## config.mk

```make
export PLATFORM = sky130hd
export DESIGN_NAME = timebase_timer
export DESIGN_NICKNAME = d
export VERILOG_FILES = /design/src/prescale_counter.v /design/src/timebase_timer.v
export VERILOG_INCLUDE_DIRS = /design/src /design/src/inc
export SDC_FILE = /design/constraint.sdc
export NUM_CORES = 1
export LEC_CHECK = 0
export ABC_AREA = 1
export BUFFER_PORTS_ARGS = -buffer_cell sky130_fd_sc_hd__buf_2
export CAP_MARGIN = 20
export CORE_ASPECT_RATIO = 0.7
export CORE_UTILIZATION = 46
export CTS_CLUSTER_DIAMETER = 30
export DETAILED_ROUTE_END_ITERATION = 16
export PLACE_DENSITY = 0.74
export SYNTH_ARGS = -nofsm -noshare
export SYNTH_HDL_FRONTEND = slang
export SYNTH_HIERARCHICAL = 1
export SYNTH_SLANG_ARGS = --single-unit
```

## constraint.sdc

```tcl
create_clock -name sys_clk -period 2.8 [get_ports sys_clk]
set_clock_uncertainty 0.05 [all_clocks]
set_input_delay 0.56 -clock sys_clk [delete_from_list [all_inputs] [get_ports sys_clk]]
set_output_delay 0.56 -clock sys_clk [all_outputs]
set_load 0.02 [all_outputs]
```

## src/inc/timebase_map.vh

```
`ifndef TIMEBASE_MAP_VH
`define TIMEBASE_MAP_VH

// ----------------------------------------------------------------
// Register byte offsets
// ----------------------------------------------------------------
`define OFS_IRQ_STATUS        12'h000
`define OFS_IRQ_ENABLE        12'h004
`define OFS_TIMER_MODE_SELECT 12'h008
`define OFS_IRQ_CLEAR         12'h00C
`define OFS_TIMER_COUNT       12'h010
`define OFS_WATCH_CLEAR       12'h014

// ----------------------------------------------------------------
// Field positions
// ----------------------------------------------------------------
`define BIT_TIMER_OVERFLOW    2
`define BIT_TIMEBASE_SELECT   3
`define BIT_WATCH_CLEAR_CMD   0

// ----------------------------------------------------------------
// Reset values
// ----------------------------------------------------------------
`define RST_TIMER_MODE_SELECT 4'h0
`define RST_IRQ_ENABLE        4'h0
`define RST_IRQ_STATUS        4'h0
`define RST_TIMER_COUNT       8'h00

// ----------------------------------------------------------------
// Counter widths and taps
// ----------------------------------------------------------------
`define SYS_DIV_WIDTH         11
`define WATCH_DIV_WIDTH       5
`define CRYSTAL_DIV_WIDTH     3
`define TIMER_ALL_ONES        8'hFF
`define TAP_SYS_2048          10
`define TAP_SYS_1024          9
`define TAP_SYS_512           8
`define TAP_SYS_128           6
`define TAP_SYS_32            4
`define TAP_SYS_8             2
`define TAP_SYS_4             1
`define TAP_SYS_2             0
`define TAP_WATCH_32          4
`define TAP_WATCH_16          3
`define TAP_WATCH_8           2
`define TAP_WATCH_2           0
`define TAP_CRYSTAL_HALF      1
`define TAP_CRYSTAL_EIGHTH    2

`endif

```

## src/prescale_counter.v

```verilog
// Binary up-counter with hold, synchronous clear and carry taps
module prescale_counter #(
	parameter WIDTH = 11
) (
	// Clock and reset
	input  wire             clk,
	input  wire             rstn,
	// Control
	input  wire             clear,
	input  wire             inc,
	// State and taps
	output reg  [WIDTH-1:0] count,
	output wire [WIDTH-1:0] carry
);

	// ------------------------------------------------------------
	// Counter
	// ------------------------------------------------------------
	// Clear wins over increment
	always @(posedge clk or negedge rstn)
	begin
		if (!rstn)
			count <= {WIDTH{1'b0}};
		else if (clear)
			count <= {WIDTH{1'b0}};
		else if (inc)
			count <= count + {{(WIDTH-1){1'b0}}, 1'b1};
	end

	// ------------------------------------------------------------
	// Taps
	// ------------------------------------------------------------
	// Carry into bit i+1: one pulse each 2^(i+1) increments
	genvar i;
	generate
		for (i = 0; i < WIDTH; i = i + 1)
		begin : g_tap
			assign carry[i] = inc & ~clear & (&count[i:0]);
		end
	endgenerate

endmodule // prescale_counter

```

## src/timebase_timer.v

```verilog
// Contract
// - System divider, 11-bit up-counter, reset clears
// - System divider holds in reset, watch, stop
// - Subactive mode counts subsystem clock ticks
// - Watch divider, 5-bit, crystal divided by eight
// - Watch divider cleared by software, stops in stop
// - Unit clocks come from divider taps
// - Timer 8-bit, reset clears, counts selected clock
// - Overflow wraps to zero, sets flag bit 2
// - Timebase bit selects watch divider taps
// - Codes 0-7 pick system taps 2048..2
// - Watch codes 32,16,8,2,1/2; 11x holds cleared
// - Reset code clears watch divider and timer
// - Mode register 4-bit write-only, reset zero
// - Reset code halts LCD, outputs grounded (here only lcd_halt is raised; no LCD outputs are driven)
//
// Chosen here: the AHB-Lite slave port.
`include "timebase_map.vh"

module timebase_timer (
	// Clock and reset
	input  wire        sys_clk,
	input  wire        rstn,
	// AHB-Lite slave
	input  wire        hsel,
	input  wire [31:0] haddr,
	input  wire [1:0]  htrans,
	input  wire        hwrite,
	input  wire [2:0]  hsize,
	input  wire [31:0] hwdata,
	input  wire        hready,
	output wire        hreadyout,
	output wire        hresp,
	output reg  [31:0] hrdata,
	// Power mode and clock sources
	input  wire        watch_mode,
	input  wire        subactive_mode,
	input  wire        stop_mode,
	input  wire        sub_clk_tick,
	input  wire        crystal_input_pin,
	// Prescaler taps to other units
	output wire [10:0] system_taps,
	output wire [4:0]  watch_taps,
	// Timer events and LCD control
	output wire        irq,
	output reg         lcd_halt
);

	// ------------------------------------------------------------
	// Declarations
	// ------------------------------------------------------------
	// Registers
	reg  [3:0]  timer_mode_select;
	reg  [3:0]  irq_enable;
	reg  [3:0]  irq_status;
	reg  [7:0]  timebase_timer_count;
	reg         wr_pending;
	reg  [11:0] wr_addr;
	reg         crystal_prev;
	reg         watch_clear_cmd;
	reg         timer_tick;
	reg         sys_inc;

	// Bus decode and control
	wire        addr_phase;
	wire        wr_now;
	wire        crystal_rise;
	wire        stopped;
	wire        reset_code;
	wire        overflow;
	wire [3:0]  next_irq_status;

	// Divider states and carries
	wire [10:0] system_clock_divider;
	wire [4:0]  watch_clock_divider;
	wire [2:0]  crystal_div;
	wire [10:0] sys_carry;
	wire [4:0]  watch_carry;
	wire [2:0]  crystal_carry;

	// Mode register fields
	wire        timebase_select_bit;
	wire        clock_code_bit2;
	wire        clock_code_bit1;
	wire        clock_code_bit0;

	// Field aliases for the selectors
	assign timebase_select_bit = timer_mode_select[`BIT_TIMEBASE_SELECT];
	assign clock_code_bit2     = timer_mode_select[2];
	assign clock_code_bit1     = timer_mode_select[1];
	assign clock_code_bit0     = timer_mode_select[0];

	// ------------------------------------------------------------
	// Bus address phase
	// ------------------------------------------------------------
	// Zero wait state, always OKAY
	assign hreadyout  = 1'b1;
	assign hresp      = 1'b0;
	assign addr_phase = hsel & hready & htrans[1];
	assign wr_now     = wr_pending;

	// Latch a write for its data phase
	// Address kept so the data phase edge knows the target
	always @(posedge sys_clk or negedge rstn)
	begin
		if (!rstn)
		begin
			wr_pending <= 1'b0;
			wr_addr    <= 12'h000;
		end
		else
		begin
			wr_pending <= addr_phase & hwrite;
			wr_addr    <= haddr[11:0];
		end
	end

	// Read data registered at the address phase edge
	always @(posedge sys_clk or negedge rstn)
	begin
		if (!rstn)
			hrdata <= 32'h00000000;
		else if (addr_phase & ~hwrite)
		begin
			case (haddr[11:0])
			`OFS_IRQ_STATUS:
				hrdata <= {28'h0000000, irq_status};
			`OFS_IRQ_ENABLE:
				hrdata <= {28'h0000000, irq_enable};
			`OFS_TIMER_COUNT:
				hrdata <= {24'h000000, timebase_timer_count};
			default:
				hrdata <= 32'h00000000; // Write-only and unmapped
			endcase
		end
	end

	// ------------------------------------------------------------
	// Control registers
	// ------------------------------------------------------------
	// Mode register, write-only, cleared by reset
	always @(posedge sys_clk or negedge rstn)
	begin
		if (!rstn)
			timer_mode_select <= `RST_TIMER_MODE_SELECT;
		else if (wr_now && wr_addr == `OFS_TIMER_MODE_SELECT)
			timer_mode_select <= hwdata[3:0];
	end

	// Interrupt enable
	always @(posedge sys_clk or negedge rstn)
	begin
		if (!rstn)
			irq_enable <= `RST_IRQ_ENABLE;
		else if (wr_now && wr_addr == `OFS_IRQ_ENABLE)
			irq_enable <= hwdata[3:0];
	end

	// Software clear command for the watch divider, one pulse
	// Crystal stage not cleared, first step may come early
	always @(posedge sys_clk or negedge rstn)
	begin
		if (!rstn)
			watch_clear_cmd <= 1'b0;
		else
			watch_clear_cmd <= wr_now
				&& wr_addr == `OFS_WATCH_CLEAR
				&& hwdata[`BIT_WATCH_CLEAR_CMD];
	end

	// ------------------------------------------------------------
	// System divider
	// ------------------------------------------------------------
	// Source by power mode; held in watch and stop
	// Subactive steps follow the subsystem clock ticks
	always @*
	begin
		if (stop_mode | watch_mode)
			sys_inc = 1'b0;
		else if (subactive_mode)
			sys_inc = sub_clk_tick;
		else
			sys_inc = 1'b1;
	end

	prescale_counter #(
		.WIDTH (`SYS_DIV_WIDTH)
	) u_sys_div (
		.clk   (sys_clk),
		.rstn  (rstn),
		.clear (1'b0),
		.inc   (sys_inc),
		.count (system_clock_divider),
		.carry (sys_carry)
	);

	// Carry pulses feed the other units
	assign system_taps = sys_carry;

	// ------------------------------------------------------------
	// Watch divider
	// ------------------------------------------------------------
	// Crystal edge detect, input already synchronous
	// Idle level zero, so no false edge after reset
	always @(posedge sys_clk or negedge rstn)
	begin
		if (!rstn)
			crystal_prev <= 1'b0;
		else
			crystal_prev <= crystal_input_pin;
	end

	assign crystal_rise = crystal_input_pin & ~crystal_prev;
	assign stopped      = stop_mode;
	assign reset_code   = timebase_select_bit
		& clock_code_bit2 & clock_code_bit1;

	// Crystal divided by eight
	prescale_counter #(
		.WIDTH (`CRYSTAL_DIV_WIDTH)
	) u_crystal_div (
		.clk   (sys_clk),
		.rstn  (rstn),
		.clear (1'b0),
		.inc   (crystal_rise & ~stopped),
		.count (crystal_div),
		.carry (crystal_carry)
	);

	// Watch divider held cleared by reset code or command
	prescale_counter #(
		.WIDTH (`WATCH_DIV_WIDTH)
	) u_watch_div (
		.clk   (sys_clk),
		.rstn  (rstn),
		.clear (reset_code | watch_clear_cmd),
		.inc   (crystal_carry[`TAP_CRYSTAL_EIGHTH] & ~stopped),
		.count (watch_clock_divider),
		.carry (watch_carry)
	);

	// Watch carries feed the other units
	assign watch_taps = watch_carry;

	// ------------------------------------------------------------
	// Timer clock selection
	// ------------------------------------------------------------
	// Tap chosen by the mode register
	// With the timebase bit set, codes 101 and 11x give no ticks
	always @*
	begin
		if (!timebase_select_bit)
		begin
			case (timer_mode_select[2:0])
			3'h0:    timer_tick = sys_carry[`TAP_SYS_2048];
			3'h1:    timer_tick = sys_carry[`TAP_SYS_1024];
			3'h2:    timer_tick = sys_carry[`TAP_SYS_512];
			3'h3:    timer_tick = sys_carry[`TAP_SYS_128];
			3'h4:    timer_tick = sys_carry[`TAP_SYS_32];
			3'h5:    timer_tick = sys_carry[`TAP_SYS_8];
			3'h6:    timer_tick = sys_carry[`TAP_SYS_4];
			default: timer_tick = sys_carry[`TAP_SYS_2];
			endcase
		end
		else
		begin
			case (timer_mode_select[2:0])
			3'h0:    timer_tick = watch_carry[`TAP_WATCH_32];
			3'h1:    timer_tick = watch_carry[`TAP_WATCH_16];
			3'h2:    timer_tick = watch_carry[`TAP_WATCH_8];
			3'h3:    timer_tick = watch_carry[`TAP_WATCH_2];
			3'h4:    timer_tick = crystal_carry[`TAP_CRYSTAL_HALF]
				& ~stopped;
			default: timer_tick = 1'b0; // Unused and reset codes
			endcase
		end
	end

	// ------------------------------------------------------------
	// Timer counter
	// ------------------------------------------------------------
	// Tick at all ones is an overflow
	assign overflow = timer_tick & ~reset_code
		& (timebase_timer_count == `TIMER_ALL_ONES);

	// Counts selected ticks, wraps, held clear by reset code
	// Reset code wins over a tick in the same cycle
	always @(posedge sys_clk or negedge rstn)
	begin
		if (!rstn)
			timebase_timer_count <= `RST_TIMER_COUNT;
		else if (reset_code)
			timebase_timer_count <= `RST_TIMER_COUNT;
		else if (timer_tick)
			timebase_timer_count <= timebase_timer_count + 8'h01;
	end

	// ------------------------------------------------------------
	// Interrupts
	// ------------------------------------------------------------
	// Sticky status, set wins over clear
	// Only the overflow flag exists; other bits read zero
	genvar b;
	generate
		for (b = 0; b < 4; b = b + 1)
		begin : g_status
			if (b == `BIT_TIMER_OVERFLOW)
			begin : g_ovf
				assign next_irq_status[b] = overflow | (irq_status[b]
					& ~(wr_now && wr_addr == `OFS_IRQ_CLEAR
					&& hwdata[b]));
			end
			else
			begin : g_none
				assign next_irq_status[b] = 1'b0;
			end
		end
	endgenerate

	always @(posedge sys_clk or negedge rstn)
	begin
		if (!rstn)
			irq_status <= `RST_IRQ_STATUS;
		else
			irq_status <= next_irq_status;
	end

	// Level request while an enabled flag is set
	assign irq = |(irq_status & irq_enable);

	// ------------------------------------------------------------
	// LCD halt
	// ------------------------------------------------------------
	// High while the reset code is selected
	// Registered, trails the mode write by one cycle
	always @(posedge sys_clk or negedge rstn)
	begin
		if (!rstn)
			lcd_halt <= 1'b0;
		else
			lcd_halt <= reset_code;
	end

endmodule // timebase_timer

```

* After elaboration in Yosys (flattened, before gate mapping) *
Cells that the tools add are included.

storage, ports and cells
  register bits = 84
  bits of input ports = 79
  output and inout bits = 52
  logic and storage cells = 109

operators by class
  add/sub/neg operators = 4
  eq/ne operators = 13
  multiplexer cells = 10
  bitwise logic cells = 42
  reduce and logical (&&, ||, !) cells = 27

operators by type and width
  kind                   number
  $and 1x1->1            32
  $eq 12x3->1 const B    2
  $eq 12x4->1 const B    2
  $eq 12x5->1 const B    2
  $pmux 8 s3             1
  $mux 8                 2
  $logic_not 12->1       1
  $add 11x1->11 const B  1
  $reduce_and 11->1      1
  $mux 5                 2
  $reduce_and 10->1      1
  $reduce_and 5->1       2
  $eq 3x3->1 const B     3
  $reduce_and 3->1       3
  $reduce_and 9->1       1
  $add 8x1->8 const B    1
  $eq 8x8->1 const B     1
  $reduce_and 4->1       2
  $reduce_and 8->1       1
  $pmux 1 s7             1
  $reduce_and 7->1       1
  $eq 3x2->1 const B     2
  $logic_and 1x1->1      6
  $not 1->1              6
  12 further kinds       19

* Logic depth before layout (Yosys ltp) *
  depth in word-level cells = 12
  depth in mapped cells = 18
  mapped depth without buffers = 18

* By module *
Netlist, hierarchy kept.

modules (own cells, without submodules)
  module                             instances  cells an instance  area an instance (µm²)  seq. area each (µm²)
  timebase_timer                     1          279                2275.9                  1026.0
  prescale_counter at u_sys_div      1          99                 735.7                   275.3
  prescale_counter at u_watch_div    1          40                 316.6                   125.1
  prescale_counter at u_crystal_div  1          23                 176.4                   75.1

* Least setup slack after synthesis *
OpenSTA, ideal clock, no wires.

  path kind = input -> register
  start = in subactive_mode
  end = reg timebase_timer_count[7]
  setup time = 65 ps
  arrival time = 2690 ps
  required time = 2685 ps
  slack = -5 ps
  cell stages on the path = 17
  path buffers = 0
  path through = a211oi_1 nand2_4 nor2_4 inv_2 nor2_4 nand2_2 nor2_2 inv_1 nand2_1 nand3_1 nand2_1 nor2_1 nand2_2 nand2_4 nand2_4 nand2_1 nand2_1

between the ends
  word-level cells in the longest chain between the ends = 6
  elaborated cells between the ends (all ways) = 13
  those cells by class = mux: 4; bitwise: 8; reduce/logical: 1

ends and longest elaborated chain
  what                         line                   RTL
  start: declaration           timebase_timer.v:37    input wire subactive_mode,
  $mux 1                       timebase_timer.v:180   else if (subactive_mode)
  $mux 1                       timebase_timer.v:178   if (stop_mode | watch_mode)
  $and 1x1->1                  prescale_counter.v:38  assign carry[i] = inc & ~clear & (&count[i:0]);
  via system_taps[8]           timebase_timer.v:42    output wire [10:0] system_taps,
  $pmux 1 s7                   timebase_timer.v:254   case (timer_mode_select[2:0])
  $mux 1                       timebase_timer.v:252   if (!timebase_select_bit)
  $reduce_bool 2->1 (no line)  n/a
  end signal: assignment       timebase_timer.v:291   timebase_timer_count <= `RST_TIMER_COUNT;
  end signal: assignment       timebase_timer.v:293   timebase_timer_count <= `RST_TIMER_COUNT;
  end signal: assignment       timebase_timer.v:295   timebase_timer_count <= timebase_timer_count + 8'h01;
  end: declaration             timebase_timer.v:56    reg [7:0] timebase_timer_count;

The timed path passes the listed nets, and every way through them passes these cells.
A chain may end at the register's enable or synchronous reset.

* Worst setup path in the final report *
  start = reg timer_mode_select[1]
  end = out watch_taps[3]

between the ends
  word-level cells in the longest chain between the ends = 5

ends and longest elaborated chain
  what                       line                   RTL
  start: declaration         timebase_timer.v:53    reg [3:0] timer_mode_select;
  start signal: assignment   timebase_timer.v:145   timer_mode_select <= `RST_TIMER_MODE_SELECT;
  start signal: assignment   timebase_timer.v:147   timer_mode_select <= hwdata[3:0];
  $and 1x1->1                timebase_timer.v:216   & clock_code_bit2 & clock_code_bit1;
  via reset_code             timebase_timer.v:69    wire reset_code;
  $or 1x1->1                 timebase_timer.v:236   .clear (reset_code | watch_clear_cmd),
  $not 1->1                  prescale_counter.v:38
  $and 1x1->1 (2 in series)  prescale_counter.v:38
  end: declaration           timebase_timer.v:43    output wire [4:0] watch_taps,

The timed path passes the listed nets, and every way through them passes these cells.

==> impl_metrics.yaml <==
run_status:
  run_status: "completed"
finish:
  n_antenna_cell: 0
  num-fill-cells: 674
  stdcell_area_sq_um: 4030
  layout-drive-gt1-share: 0.235
  final_nets: 597
  area.growth.synth_to_final_pct: 15.1
timing:
  rsz0062_at_grt: "no"
  tns_ns: 0
  slew_headroom: 0.556
  period_needed_ns: 2.65
  finalHoldViolations: 0
  setup_ws_ns: 0.154
  setup_viol: 0
  worst_pin_slew_ns: 0.667
  finalCritPeriodShare: 0.945
  hold_ws_ns: 0.197
  slew_viol_final: 0
  max_freq_mhz: 378
floorplanning:
  die_w_um: 106
  row_count: 26
  fp.coreArea_sq_um: 7320
  initial_utilization: 0.478
  die_height_um: 75.0
  die_area_sq_um: 7970
  boundaryPins: 131
worst_setup_path:
  path_cells: "nand3_2 > inv_1 > or2_2 > inv_1 > nand2_2 > nor2_2 > buf_2"
  cp.depth: 7
  crit_path_frequent_cell: "inv_1"
  rrSetupSlack_ns: 0.45
  crit_fanout: 9
  path_buf_inv: 3
  worst_ep_required_time_ns: 2.19
  arrival_ns: 2.04
  cp_top_family: "simple AND/OR/NAND/NOR gates"
  max_stage_delay_ns: 0.50
  crit_path_start_kind: "flip-flop"
  rr_worst_depth: 14
  crit_slowest_cell: "dfrtp_1"
  end_kind: "primary output"
  worst-setup-path-type: "reg2out"
placement:
  pre_cts_ws_ns: 0.121
  place_congestion: 0.882
  placed_cell_area_sq_um: 3820
  portBuffers: 52
  dp_hpwl_um: 5770
routing:
  vias_per_cell: 4.71
  wl_met2_um: 3350
  routedLengthMet1_um: 3480
  dr.pass1.iters: 4
  top_layer: "met4"
  ant_nets: 0
  wl_per_cell_um: 12.0
  routed_wl_um: 7360
  drc: 0
  route.met3.wl_um: 452
  drt_iter0_drc: 182
  vias: 2880
job:
  max_cap_violations: 0
cts:
  cts-root-buf: "clkbuf_8"
  cts_tree: "done"
  numCtsBuffers: 9
  post_cts_buffers: 0
  ctsHoldBuffers: 0
  cts.sinks: 60
  cts_max_level: 3
  clkLatencyLatePin_ns: 0.35
  ctsResizeCount: 0
  clk_pin_slew_ns: 0.07
  clockBufferDepth: 2
global_routing:
  grt_pass1_vias: 2680
  grt_usage: 0.204
  grt_pass1_wl_um: 12300
  grt_max_degree: 28
  gr-total-overflow: 0
  antenna_found_initial: 0
yosys:
  yosys_warnings: 6
  syn_area_per_cell_sq_um: 7.96
  syn-cell-area_sq_um: 3500
  postSynthCellCount: 440
pwr:
  p_leak_nw: 2.16
  vdd_drop_max_mv: 0.337
  power_density_nw_per_um2: 454
  total_power_mw: 1.83
worst_hold_path:
  min_path_type: "in2async"
## final timing paths
path                                                  startpoint                            endpoint
worst max-delay path            timer_mode_select[1]$_DFFE_PN0P_                       watch_taps[3]
worst min-delay path                                        rstn             irq_status[2]$_DFF_PN0_
worst max register to register  timer_mode_select[1]$_DFFE_PN0P_             irq_status[2]$_DFF_PN0_
worst min register to register             hrdata[1]$_DFFE_PN0P_               hrdata[1]$_DFFE_PN0P_
max in group asynchronous                                   rstn  u_crystal_div/count[2]$_DFFE_PN0P_
min in group sys_clk                                    haddr[0]                wr_addr[0]$_DFF_PN0_
## metrics by stage
step / std cells / util
floorplan: 468 / -
global placement: 596 / 0.522
detailed placement: 596 / 0.522
CTS: 612 / 0.549
global route: 612 / 0.550
finish: 612 / 0.550
## cell usage in the layout (no fill, tap or decap), types with 6 or more instances in the layout
cell / n
nand2_1: 109
conb_1: 30
nand4_1: 19
buf_2: 52
buf_4: 7
o21ai_0: 11
nor3_1: 7
nor2_1: 36
nor2_2: 11
inv_1: 62
nand3_1: 35
ha_1: 9
nand2_2: 6
dfrtp_1: 60
clkbuf_8: 9
## per-layer routing
layer / vias to the layer above / GRT usage
met5: - / 0
met4: 0 / 0.0586
met3: 9 / 0.0658
met2: 81 / 0.317
met1: 1317 / 0.277
li1: 1473 / -
## state kept, by name, summed over array words and instances, names as in the netlist
signal                cells
hrdata                    8
wr_now                    1
timebase_timer_count      8
irq_status                1
crystal_prev              1
wr_addr                  12
lcd_halt                  1
u_sys_div/count          11
u_watch_div/count         5
irq_enable                4
u_crystal_div/count       3
timer_mode_select         4
watch_clear_cmd           1
## worst register-to-register path: stages (launching register included)
cell and delay (ns):
dfrtp_1 0.50, nand3_2 0.14, inv_1 0.06, or2_2 0.28, inv_1 0.18, nand2_2 0.16, nor2_2 0.18, nand3_1 0.09
nand3_1 0.09, nand2_1 0.05, nand2_1 0.09, nand2_4 0.11, nand2_4 0.14, nand2_1 0.10, nand2_1 0.07
## area by class of cell
| type | instances | area (sq um) | share of cell area |
|---|---|---|---|
| well taps | 98 | 123 | 0.0304 |
| clock inverters | 7 | 75.1 | 0.0186 |
| flip-flops and latches | 60 | 1500 | 0.373 |
| repair buffers | 59 | 313 | 0.0776 |
| multi-input cells | 310 | 1630 | 0.404 |
| inverters | 69 | 264 | 0.0655 |
| clock buffers | 9 | 124 | 0.0307 |
## where the power goes
group | leakage (nW) | internal (mW) | total (mW) | switching [mW]
clock | 0.0923 | 0.414 | 0.783 | 0.368
sequential | 0.759 | 0.886 | 0.901 | 0.0155
combinational | 1.31 | 0.0380 | 0.144 | 0.106
Power figures use the tool's default switching activity.
